[src/pkg/iem_pkg.sv]
package iem_pkg;

   // direct register addresses on the management port
   localparam logic [7:0] ADDR_SEL  = 8'h6E;
   localparam logic [7:0] ADDR_OFS  = 8'h6F;
   localparam logic [7:0] ADDR_DATA = 8'hA0;
   localparam logic [7:0] ADDR_STS  = 8'h70;
   localparam logic [7:0] ADDR_CLR  = 8'h71;
   localparam logic [7:0] ADDR_IEN  = 8'h72;
   localparam logic [7:0] ADDR_CFG  = 8'h73;

   // selection byte layout
   localparam int         SEL_SPACE_HI = 7;
   localparam int         SEL_SPACE_LO = 5;
   localparam int         SEL_RD_BIT   = 4;
   localparam int         SEL_PORT_HI  = 3;
   localparam logic [2:0] SPACE_EEE    = 3'h1;
   localparam logic [2:0] SPACE_MIB    = 3'h3;
   localparam logic [3:0] PORT_GLOBAL  = 4'h0;

   // indirect offsets
   localparam logic [7:0] OFS_HOLD_HI = 8'h2E;
   localparam logic [7:0] OFS_HOLD_LO = 8'h2F;
   localparam logic [7:0] OFS_GLB0_HI = 8'h30;
   localparam logic [7:0] OFS_GLB0_LO = 8'h31;
   localparam int         MIB_COUNT   = 8;
   localparam int         MIB_W       = 32;

   // reset values
   localparam logic [7:0]  HOLD_RST    = 8'h27;
   localparam logic [7:0]  HOLD_RSVD   = 8'hFF;
   localparam logic [15:0] GLB0_RST    = 16'h0000;

   // timing
   localparam int UNIT_NS   = 640;
   localparam int CLK_NS    = 40;
   localparam int UNIT_CYC  = (UNIT_NS + CLK_NS - 1) / CLK_NS;
   localparam int HOLD_CW   = 12;

   // frame sizes
   localparam int          LEN_W     = 11;
   localparam logic [10:0] LEN_MIN   = 11'd64;
   localparam logic [10:0] LEN_1522  = 11'd1522;
   localparam logic [10:0] LEN_1536  = 11'd1536;
   localparam logic [10:0] LEN_1916  = 11'd1916;

   // interrupt status bits
   localparam int STS_HOLD_DONE = 0;
   localparam int STS_MIB_WRAP  = 1;

endpackage

[src/pkg/iem_mgmt_if.sv]
`timescale 1ns/1ps
interface iem_mgmt_if;
   logic [7:0] addr;
   logic [7:0] wdata;
   logic [7:0] rdata;
   logic       wr;
   logic       rd;
   logic       irq;

   modport dev (
      input  addr,
      input  wdata,
      input  wr,
      input  rd,
      output rdata,
      output irq
   );

   modport host (
      output addr,
      output wdata,
      output wr,
      output rd,
      input  rdata,
      input  irq
   );
endinterface

[src/hw/iem_dev.sv]
// The implementer's own choice: the strobed register port.
`timescale 1ns/1ps
// How it works
// - hold transmit for count times 640 ns
// - holdoff count resets to 39
// - software programs larger local/remote recovery time
// - select byte picks space and port
// - holdoff at 0x2E/0x2F, upper byte read-only
// - read select plus offset write fetches byte
// - write select, offset, then data byte
// - port field zero addresses global registers
// - separate counters per port, indirect only
// - counter 0 sums high priority octets
// - counter 1 counts short good frames
// - counter 2 counts short bad frames
// - counter 3 counts long good frames
// - counter 4 counts bad frames over 1522, or every frame over 1916 when size bit 1 is set
// - counter 5 counts bad symbol frames
// - counter 6 counts whole-byte bad CRC
// - counter 7 counts fractional bad CRC
module iem_dev
   import iem_pkg::*;
#(
   parameter int NPORTS     = 2,
   parameter int FIRST_PORT = 3
) (
   // clock and reset
   input  wire logic                             clk_i,
   input  wire logic                             rst_n_i,
   // management port
   iem_mgmt_if.dev                               bus,
   // mac idle exit and transmit hold
   input  wire logic [NPORTS-1:0]                lpi_exit_i,
   output logic      [NPORTS-1:0]                tx_hold_o,
   // received frame reports
   input  wire logic [NPORTS-1:0]                frame_end_i,
   input  wire logic [NPORTS-1:0][LEN_W-1:0]     frame_len_i,
   input  wire logic [NPORTS-1:0]                frame_crc_ok_i,
   input  wire logic [NPORTS-1:0]                frame_sym_err_i,
   input  wire logic [NPORTS-1:0]                frame_odd_i,
   input  wire logic [NPORTS-1:0]                frame_hi_prio_i
);
   localparam int PW = (NPORTS > 1) ? $clog2(NPORTS) : 1;

   if (NPORTS < 1 || FIRST_PORT < 1 || FIRST_PORT + NPORTS > 16) begin : g_chk
      $error("iem_dev: port range does not fit the 4-bit port field");
   end

   logic [7:0]                             sel;
   logic [7:0]                             ofs;
   logic [7:0]                             dbyte;
   logic [7:0]                             rdata;
   logic [15:0]                            glb0;
   logic [NPORTS-1:0][7:0]                 hold_cnt;
   logic [NPORTS-1:0][MIB_COUNT-1:0][MIB_W-1:0] mib;
   logic [MIB_W-1:0]                       snap;
   logic [1:0]                             snap_idx;
   logic [1:0]                             sts;
   logic [1:0]                             ien;
   logic [1:0]                             size_cfg;
   logic [NPORTS-1:0]                      hold_done;
   logic [NPORTS-1:0]                      port_wrap;

   // bus decode
   wire        wr_sel  = bus.wr && (bus.addr == ADDR_SEL);
   wire        wr_ofs  = bus.wr && (bus.addr == ADDR_OFS);
   wire        wr_dat  = bus.wr && (bus.addr == ADDR_DATA);
   wire        wr_clr  = bus.wr && (bus.addr == ADDR_CLR);
   wire        wr_ien  = bus.wr && (bus.addr == ADDR_IEN);
   wire        wr_cfg  = bus.wr && (bus.addr == ADDR_CFG);
   wire        rd_dat  = bus.rd && (bus.addr == ADDR_DATA);

   // selection fields
   wire [2:0]  space   = sel[SEL_SPACE_HI:SEL_SPACE_LO];
   wire        rd_mode = sel[SEL_RD_BIT];
   wire [3:0]  port    = sel[SEL_PORT_HI:0];
   wire        is_glb  = (port == PORT_GLOBAL);
   wire        port_ok = (port >= 4'(FIRST_PORT)) && (port < 4'(FIRST_PORT + NPORTS));
   wire [3:0]  pdiff   = port - 4'(FIRST_PORT);
   wire [PW-1:0] pidx  = pdiff[PW-1:0];

   // offset seen by a fetch: the one being written now
   wire [7:0]  f_ofs   = wr_ofs ? bus.wdata : ofs;
   wire        trig    = wr_ofs && rd_mode;
   wire        eee_sp  = (space == SPACE_EEE);
   wire        mib_sp  = (space == SPACE_MIB);

   // eee byte fetch
   wire [7:0]  glb_byte  = (f_ofs == OFS_GLB0_HI) ? glb0[15:8] :
                           (f_ofs == OFS_GLB0_LO) ? glb0[7:0]  : 8'h00;
   wire [7:0]  port_byte = !port_ok                ? 8'h00 :
                           (f_ofs == OFS_HOLD_HI)  ? HOLD_RSVD :
                           (f_ofs == OFS_HOLD_LO)  ? hold_cnt[pidx] : 8'h00;
   wire [7:0]  eee_byte  = is_glb ? glb_byte : port_byte;

   // mib fetch, counters only through this path
   wire        mib_hit   = port_ok && (f_ofs < 8'(MIB_COUNT));
   wire [MIB_W-1:0] mib_word = mib_hit ? mib[pidx][f_ofs[2:0]] : '0;

   // eee write target
   wire        ind_wr    = wr_dat && !rd_mode && eee_sp;
   wire        wr_hold   = ind_wr && port_ok && (ofs == OFS_HOLD_LO);

   // max legal frame length by size setting
   wire [LEN_W-1:0] len_max = size_cfg[1] ? LEN_1916 :
                              size_cfg[0] ? LEN_1536 : LEN_1522;

   // read mux
   wire [7:0]  rd_mux = (bus.addr == ADDR_SEL)  ? sel :
                        (bus.addr == ADDR_OFS)  ? ofs :
                        (bus.addr == ADDR_DATA) ? dbyte :
                        (bus.addr == ADDR_STS)  ? {6'h00, sts} :
                        (bus.addr == ADDR_IEN)  ? {6'h00, ien} :
                        (bus.addr == ADDR_CFG)  ? {6'h00, size_cfg} : 8'h00;

   assign bus.rdata = rdata;
   assign bus.irq   = |(sts & ien);

   // direct registers and indirect data path
   always_ff @(posedge clk_i) begin
      if (!rst_n_i) begin
         sel      <= 8'h00;
         ofs      <= 8'h00;
         dbyte    <= 8'h00;
         rdata    <= 8'h00;
         glb0     <= GLB0_RST;
         snap     <= '0;
         snap_idx <= 2'h0;
         ien      <= 2'h0;
         size_cfg <= 2'h0;
      end else begin
         rdata <= bus.rd ? rd_mux : 8'h00;
         if (wr_sel) begin
            sel <= bus.wdata;
         end
         if (wr_ofs) begin
            ofs <= bus.wdata;
         end
         if (wr_ien) begin
            ien <= bus.wdata[1:0];
         end
         if (wr_cfg) begin
            size_cfg <= bus.wdata[1:0];
         end
         if (trig && eee_sp) begin
            dbyte <= eee_byte;
         end else if (trig && mib_sp) begin
            snap     <= mib_word;
            dbyte    <= mib_word[31:24];
            snap_idx <= 2'h1;
         end else if (rd_dat && mib_sp) begin
            dbyte    <= snap[8*(3-snap_idx) +: 8];
            snap_idx <= snap_idx + 2'h1;
         end else if (wr_dat) begin
            dbyte <= bus.wdata;
         end
         if (ind_wr && is_glb && (ofs == OFS_GLB0_HI)) begin
            glb0[15:8] <= bus.wdata;
         end
         if (ind_wr && is_glb && (ofs == OFS_GLB0_LO)) begin
            glb0[7:0] <= bus.wdata;
         end
      end
   end

   // sticky status, set wins over clear
   always_ff @(posedge clk_i) begin
      if (!rst_n_i) begin
         sts <= 2'h0;
      end else begin
         sts[STS_HOLD_DONE] <= (sts[STS_HOLD_DONE] && !(wr_clr && bus.wdata[STS_HOLD_DONE]))
                               || (|hold_done);
         sts[STS_MIB_WRAP]  <= (sts[STS_MIB_WRAP] && !(wr_clr && bus.wdata[STS_MIB_WRAP]))
                               || (|port_wrap);
      end
   end

   // per port holdoff timer and counters
   for (genvar p = 0; p < NPORTS; p++) begin : g_port
      logic [HOLD_CW-1:0]         tmr;
      logic                       hold;
      logic [MIB_COUNT-1:0][MIB_W-1:0] inc;
      logic [MIB_COUNT-1:0]       wrap;

      wire [HOLD_CW-1:0] hold_cyc = HOLD_CW'(hold_cnt[p]) * HOLD_CW'(UNIT_CYC);
      wire my_wr = wr_hold && (pidx == PW'(p));

      // frame classification
      wire [LEN_W-1:0] len   = frame_len_i[p];
      wire crc_ok  = frame_crc_ok_i[p];
      wire sym     = frame_sym_err_i[p];
      wire odd     = frame_odd_i[p];
      wire short_f = len < LEN_MIN;
      wire legal   = !short_f && (len <= len_max);
      wire any_err = !crc_ok || sym || odd;

      always_comb begin
         inc    = '0;
         inc[0] = frame_hi_prio_i[p] ? MIB_W'(len) : '0;
         inc[1] = MIB_W'(short_f && !any_err);
         inc[2] = MIB_W'(short_f && any_err);
         inc[3] = MIB_W'((len > len_max) && crc_ok && !sym && !odd);
         inc[4] = size_cfg[1] ? MIB_W'(len > LEN_1916) :
                                MIB_W'((len > LEN_1522) && any_err);
         inc[5] = MIB_W'(legal && sym);
         inc[6] = MIB_W'(legal && !sym && !odd && !crc_ok);
         inc[7] = MIB_W'(legal && !sym && odd && !crc_ok);
      end

      always_ff @(posedge clk_i) begin
         if (!rst_n_i) begin
            hold_cnt[p] <= HOLD_RST;
            tmr         <= '0;
            hold        <= 1'b0;
            hold_done[p] <= 1'b0;
         end else begin
            if (my_wr) begin
               hold_cnt[p] <= bus.wdata;
            end
            hold_done[p] <= hold && (tmr == '0);
            if (lpi_exit_i[p] && (hold_cyc != '0)) begin
               hold <= 1'b1;
               tmr  <= hold_cyc - HOLD_CW'(1);
            end else if (tmr != '0) begin
               tmr <= tmr - HOLD_CW'(1);
            end else begin
               hold <= 1'b0;
            end
         end
      end

      always_ff @(posedge clk_i) begin
         if (!rst_n_i) begin
            mib[p]       <= '0;
            port_wrap[p] <= 1'b0;
         end else begin
            port_wrap[p] <= frame_end_i[p] && (|wrap);
            if (frame_end_i[p]) begin
               for (int k = 0; k < MIB_COUNT; k++) begin
                  mib[p][k] <= mib[p][k] + inc[k];
               end
            end
         end
      end

      for (genvar k = 0; k < MIB_COUNT; k++) begin : g_wrap
         wire [MIB_W:0] sum = {1'b0, mib[p][k]} + {1'b0, inc[k]};
         assign wrap[k] = sum[MIB_W];
      end

      assign tx_hold_o[p] = hold;
   end
endmodule

[src/flat_wrapper.sv]
// flat-port wrapper written by rule: the top's interface ports become plain ports
module iem_dev_flat import iem_pkg::*;
#(
   parameter int NPORTS     = 2,
   parameter int FIRST_PORT = 3
)
  (clk_i, rst_n_i, lpi_exit_i, tx_hold_o, frame_end_i, frame_len_i, frame_crc_ok_i, frame_sym_err_i, frame_odd_i, frame_hi_prio_i, bus_addr, bus_wdata, bus_wr, bus_rd, bus_rdata, bus_irq);
  iem_mgmt_if bus_i ();
  input  wire logic clk_i;
  input  wire logic rst_n_i;
  input  wire logic [NPORTS-1:0] lpi_exit_i;
  output logic      [NPORTS-1:0] tx_hold_o;
  input  wire logic [NPORTS-1:0] frame_end_i;
  input  wire logic [NPORTS-1:0][LEN_W-1:0] frame_len_i;
  input  wire logic [NPORTS-1:0] frame_crc_ok_i;
  input  wire logic [NPORTS-1:0] frame_sym_err_i;
  input  wire logic [NPORTS-1:0] frame_odd_i;
  input  wire logic [NPORTS-1:0] frame_hi_prio_i;
  input wire logic [$bits(bus_i.addr)-1:0] bus_addr;
  input wire logic [$bits(bus_i.wdata)-1:0] bus_wdata;
  input wire logic [$bits(bus_i.wr)-1:0] bus_wr;
  input wire logic [$bits(bus_i.rd)-1:0] bus_rd;
  output wire logic [$bits(bus_i.rdata)-1:0] bus_rdata;
  output wire logic [$bits(bus_i.irq)-1:0] bus_irq;
  assign bus_i.addr = bus_addr;
  assign bus_i.wdata = bus_wdata;
  assign bus_i.wr = bus_wr;
  assign bus_i.rd = bus_rd;
  assign bus_rdata = bus_i.rdata;
  assign bus_irq = bus_i.irq;
  iem_dev #(.NPORTS(NPORTS), .FIRST_PORT(FIRST_PORT)) u_core (.clk_i(clk_i), .rst_n_i(rst_n_i), .bus(bus_i), .lpi_exit_i(lpi_exit_i), .tx_hold_o(tx_hold_o), .frame_end_i(frame_end_i), .frame_len_i(frame_len_i), .frame_crc_ok_i(frame_crc_ok_i), .frame_sym_err_i(frame_sym_err_i), .frame_odd_i(frame_odd_i), .frame_hi_prio_i(frame_hi_prio_i));
endmodule
[config.mk]
export PLATFORM = sky130hd
export DESIGN_NAME = iem_dev_flat
export DESIGN_NICKNAME = d
export VERILOG_FILES = /design/src/pkg/iem_pkg.sv /design/src/pkg/iem_mgmt_if.sv /design/src/hw/iem_dev.sv /design/src/flat_wrapper.sv
export SDC_FILE = /design/constraint.sdc
export NUM_CORES = 2
export LEC_CHECK = 0
export BUFFER_PORTS_ARGS = -buffer_cell sky130_fd_sc_hd__buf_2
export CORE_UTILIZATION = 43
export DETAILED_ROUTE_END_ITERATION = 8
export PLACE_DENSITY = 0.63
export SKIP_CTS_REPAIR_TIMING = 1
export SLEW_MARGIN = 15
export SYNTH_ARGS = -nofsm -noshare
export SYNTH_HDL_FRONTEND = slang
export SYNTH_SLANG_ARGS = --single-unit
[constraint.sdc]
create_clock -name clk_i -period 3.9 [get_ports clk_i]
set_clock_uncertainty 0.1 [all_clocks]
set_input_delay 0.39 -clock clk_i [delete_from_list [all_inputs] [get_ports clk_i]]
set_output_delay 0.39 -clock clk_i [all_outputs]
set_load 0.02 [all_outputs]
== After elaboration in Yosys (flattened, before gate mapping) ==
Index checks and enable logic that the tools add are counted.

* $add $sub $neg: 39
* Magnitude comparators: 15
* Equal/unequal tests: 18
* Shift operators: 1
* Multiplexer cells: 40
* Bitwise operators: 3
* Reduce and logical (&&, ||, !) cells: 96

{| class="wikitable"
|+ Operator list
! cell !! number
|-
| 256-bit 2-to-1 mux || 2
|-
| 32-bit by 1-bit adder with 33-bit output || 12
|-
| 32-bit by 1-bit adder with 32-bit output || 12
|-
| 8-bit 2-to-1 mux || 18
|-
| 32-bit by 32-bit adder with 33-bit output || 4
|-
| 32-bit adder || 4
|-
| 32-bit binary-select mux with 3-bit select || 1
|-
| 32-bit 2-to-1 mux || 2
|-
| 1-bit logical AND || 58
|-
| 8-bit by 6-bit equality test with 1-bit output (second input constant) || 7
|-
| 8-bit by 7-bit equality test with 1-bit output (second input constant) || 6
|-
| 12-bit 2-to-1 mux || 4
|-
| 12-bit nonzero test || 4
|-
| 12-bit by 1-bit subtractor with 12-bit output (second input constant) || 4
|-
| 11-bit greater-than comparator (second input constant) || 4
|-
| 11-bit 2-to-1 mux || 3
|-
| 32-bit by 33-bit variable part select with 8-bit output || 1
|-
| 12-bit logical NOT || 2
|-
| 11-bit greater-than comparator || 2
|-
| 11-bit <= comparator || 2
|-
| 11-bit by 7-bit < comparator with 1-bit output (second input constant) || 2
|-
| 8-bit OR reduction || 2
|-
| 1-bit logical NOT || 13
|-
| 10-bit 2-to-1 mux || 1
|-
| other kinds (22) || 42
|}

* Flip-flop bits (word level): 646
* Input bits: 54
* Output and inout bits: 11
* Logic and storage cells: 249

== Depth between registers and ports, before layout ==
* Depth in word-level cells: 10
* Gate-level depth with buffers: 20
* Depth with buffers taken out: 19

== Worst setup path before layout ==
OpenSTA, ideal clock, no wires.

* Kind: register to register
* Start point: register u_core.size_cfg[1]
* End point: register u_core.mib[254] in the netlist's numbering
* Setup time: 0.070 ns
* Arrival: 4.040 ns
* Required time: 3.730 ns
* Setup slack: -0.311 ns
* Stages on the path, launching flop included: 20
* Buffers on the path: 1
* Period minus slack after synthesis: 4.211 ns
* Cells stage by stage: dfxtp_1 > clkbuf_1 > inv_1 > ha_1 > nor2b_1 > o21a_1 > o21a_1 > o21ai_0 > a21oi_1 > o211ai_1 > nand2_1 > nor4b_1 > ha_1 > ha_1 > nand2_1 > or2_2 > or3_4 > or3_4 > or3_1 > a21oi_1

* Word-level cells in the longest chain between the ends: 7

{| class="wikitable"
|+ RTL lines
! item !! RTL line !! RTL
|-
| start: declaration || iem_dev.sv:60 || <nowiki>logic [1:0] size_cfg;</nowiki>
|-
| start signal: assignment || iem_dev.sv:143 || <nowiki>size_cfg <= bus.wdata[1:0];</nowiki>
|-
| 11-bit 2-to-1 mux || iem_dev.sv:105 || <nowiki>wire [LEN_W-1:0] len_max = size_cfg[1] ? LEN_1916 :</nowiki>
|-
| 11-bit <= comparator || iem_dev.sv:194 || <nowiki>wire legal = !short_f && (len <= len_max);</nowiki>
|-
| 1-bit logical AND || iem_dev.sv:194 ||
|-
| 1-bit logical AND (3 in series) || iem_dev.sv:207 || <nowiki>inc[7] = MIB_W'(legal && !sym && odd && !crc_ok);</nowiki>
|-
| 32-bit by 1-bit adder with 32-bit output || iem_dev.sv:240 || <nowiki>mib[p][k] <= mib[p][k] + inc[k];</nowiki>
|-
| end signal: indexed assignment || iem_dev.sv:240 ||
|-
| end: declaration || iem_dev.sv:55 || <nowiki>logic [NPORTS-1:0][MIB_COUNT-1:0][MIB_W-1:0] mib;</nowiki>
|}

Every way passes these cells.
A chain may end at the register's enable or synchronous reset.

== Worst setup path in the final report ==
Same ends and word-level chain as after synthesis.

==> metrics.csv <==
stage,metric,value,unit
synth,register bit count reported by yosys,646,
synth,Cells after Synth,3948,
worst_setup_path,kind of critical path,reg -> reg,
worst_setup_path,Worst setup EP type,flip-flop,
sta,RSZ-0062 raised after global routing,yes,
drt,via count,30320,
final_layout,share of layout cells above drive strength 1,15.05,%
status,failing checks,setup timing,
global_routing,largest net degree at the start of global routing,95,
global_routing,first-pass GRT wire length,169500,um
pwr,power density over the cells,372.1,mW/mm^2
sta,"Min Clock Period, post-route",3906,ps
clock_tree,total clock sinks,646,
global_routing,vias in the first global route,27490,
clock_tree,Max H-tree Level,3,
final_layout,Area Growth Syn to Fin,15.65,%
synth,Synth area leaders,"dfxtp_1, mux4_2, xor2_1",
drt,Initial DRC Count,2826,
global_routing,initial antenna violation count,5,
floorplanning,Die X,286.0,um
synth,Synth area leader,dfxtp_1,
synth,Yosys top cell area share,37.29,%
worst_setup_path,CP Max Fanout,5,
sta,Final Hold Vio Count,0,
worst_setup_path,Critical Path Start Type,flip-flop,
global_routing,grt ovf,0,
synth,Synth cell types,82,
floorplanning,die span in y,286.0,um
final_layout,nets,4213,
global_routing,GRT Util Overall,26.83,%
floorplanning,die area,0.08178,mm^2
drt,final wirelength,112000,um
sta,worst slew pin tran,946.7,ps
status,outcome,"complete, but fails checks",
drt,"antenna viol nets, final",0,
drt,DR pass1 iterations,6,
final_layout,"Core Util, Final",50.52,%
clock_tree,maximum clock path buffer count,3,
clock_tree,"Reg clk slew, reported paths",60,ps
sta,period utilization,100.2,%
synth,Avg Synthesized Cell Area,8.783,um^2
sta,Min Hold Slack,8.912,ps
run,Max Cap Viol,0,
floorplanning,core box area,0.07939,mm^2
pwr,VDD IR max,0.2859,mV
clock_tree,clk_lat worst skew,630,ps
synth,sequential share of the synthesized area,37.29,%
synth,mapped cell area,0.03468,mm^2
synth,Ys Warns,0,
drt,Routed WL per cell,21.56,um
clock_tree,CTS buffer count,74,
final_layout,"leading cell type in the layout, fill and taps excluded",dfxtp_1,
placement,port bufs,64,
sta,final setup fails,1,
synth,syn nets,4078,
floorplanning,I/O pins,65,
pwr,leak pwr,14.59,nW
drt,routed vias/inst,5.840,
synth,Post-synth ARST share,0,%
sta,Max Clock Freq,256.0,MHz
final_layout,"commonest cells after routing, fill and taps aside","dfxtp_1, nor2_1, nand2_1, xor2_1, nand3_1",
drt,# DRC,0,
placement,HPWL after DPL,83460,um
synth,"EDFF count, synth",0,
worst_setup_path,CP arrival,4370,ps
worst_hold_path,Min-Delay Path Class,in -> reg,
sta,final worst-path setup slack,-6.020,ps
clock_tree,CTS tree,done,
floorplanning,# rows,103,
sta,max-slew violation count,0,
floorplanning,initial core utilization,43.68,%
worst_setup_path,CP required,4360,ps
clock_tree,CTS root buf,clkbuf_16,
placement,RD Place Congestion,0.9646,
sta,Max transition margin,35.89,%
synth,ys flop type,dfxtp_1,
-- critical path, cell delays in order, from the launching register on --
cell and delay [ps]:
dfxtp_2 340, buf_6 130, nor2_4 150, ha_2 190, nor2b_1 40, o21a_1 160, o21a_1 190, o21ai_2 150
a21oi_2 80, o211ai_1 200, nand2_1 110, nor4b_2 220, ha_2 240, ha_4 130, nand2_2 40, or2_4 220
or3_4 340, or3_4 360, or3_1 330, a21oi_2 120
-- cell families after synthesis --
kind of cell / after synthesis / share of synthesized area [%]
adders and majority gates: 76 / 2.786
muxes: 240 / 11.38
AOI/OAI and AO/OA: 510 / 9.284
xor gates and xnor gates: 427 / 10.78
buffers and inverters: 257 / 3.186
DFF: 646 / 37.29
and+or+nand+nor: 1792 / 25.28
-- stage by stage --
stage	setup TNS [ps]	instance area, um^2	instances	setup slack (ps)	total power [mW]
4_1_cts	-9475	39610	5181	-385.4	14.98
6_report	-6.020	40100	5192	-6.020	14.92
2_1_floorplan	0	34710	3948	3.204	7.263
3_3_place_gp	-6537	37000	5049	-300.1	7.505
5_1_grt	-4809	40100	5190	-221.7	15.32
3_5_place_dp	-8757	37000	5049	-347.4	7.510
-- cell type report --
type	count	area [um^2]
fillers	7541	39280
multi-input cells	3045	21100
flip-flops and latches	646	12940
clock buffers	102	2182
repair buffers	250	1878
well taps	1050	1314
clock inverters	30	422.9
inverters	66	257.7
diodes	3	7.507
-- report_power, final --
group	internal, mW	total, mW	switching [mW]
Combinational	0.250	0.697	0.447
Sequential	6.65	6.69	0.0475
Clock	4.57	7.53	2.96
Total	11.5	14.9	3.45
-- state kept, by name, summed over array words and instances, names as in the netlist, 8 cells and up --
register / flops
u_core.mib: 512
u_core.snap: 32
u_core.dbyte: 8
u_core.glb0: 16
u_core.g_port.tmr: 24
u_core.hold_cnt: 16
u_core.sel: 8
u_core.ofs: 8
u_core.bus.rdata: 8
-- layer usage --
metal / track usage (%) / vias to the layer above / wire, um
li1: - / 14300 / -
met1: 38.46 / 14710 / 50030
met2: 40.15 / 1113 / 48270
met3: 5.120 / 198 / 9842
met4: 9.037 / 2 / 3805
met5: 0 / - / 11
-- synth_stat cells (all sizes together) (12+ instances only) --
cell	count
a2111oi	15
a211oi	28
a21oi	163
a22oi	56
a31oi	14
and2	72
and3	90
and4	30
buf	62
clkbuf	129
dfxtp	646
ha	74
inv	65
mux2i	112
mux4	123
nand2	364
nand2b	20
nand3	212
nand4	114
nor2	567
nor2b	39
nor3	97
nor4	37
o21a	12
o21ai	125
or3	96
xnor2	154
xor2	273
-- final timing paths --
| kind | slack (ps) | cells past startpoint | start | to |
|---|---|---|---|---|
| max | -6 | 19 | u_core.size_cfg[1]$_SDFFE_PN0P_ | u_core.mib[254]$_SDFFE_PN0P_ |
| min reg2reg | 360 | 1 | u_core.hold_done[0]$_SDFF_PN0_ | u_core.sts[0]$_SDFF_PN0_ |
| min | 9 | 2 | rst_n_i | u_core.glb0[8]$_SDFFE_PN0P_ |
| max reg2reg | -6 | 19 | u_core.size_cfg[1]$_SDFFE_PN0P_ | u_core.mib[254]$_SDFFE_PN0P_ |
Note: power is estimated with default switching activity, not from simulation.
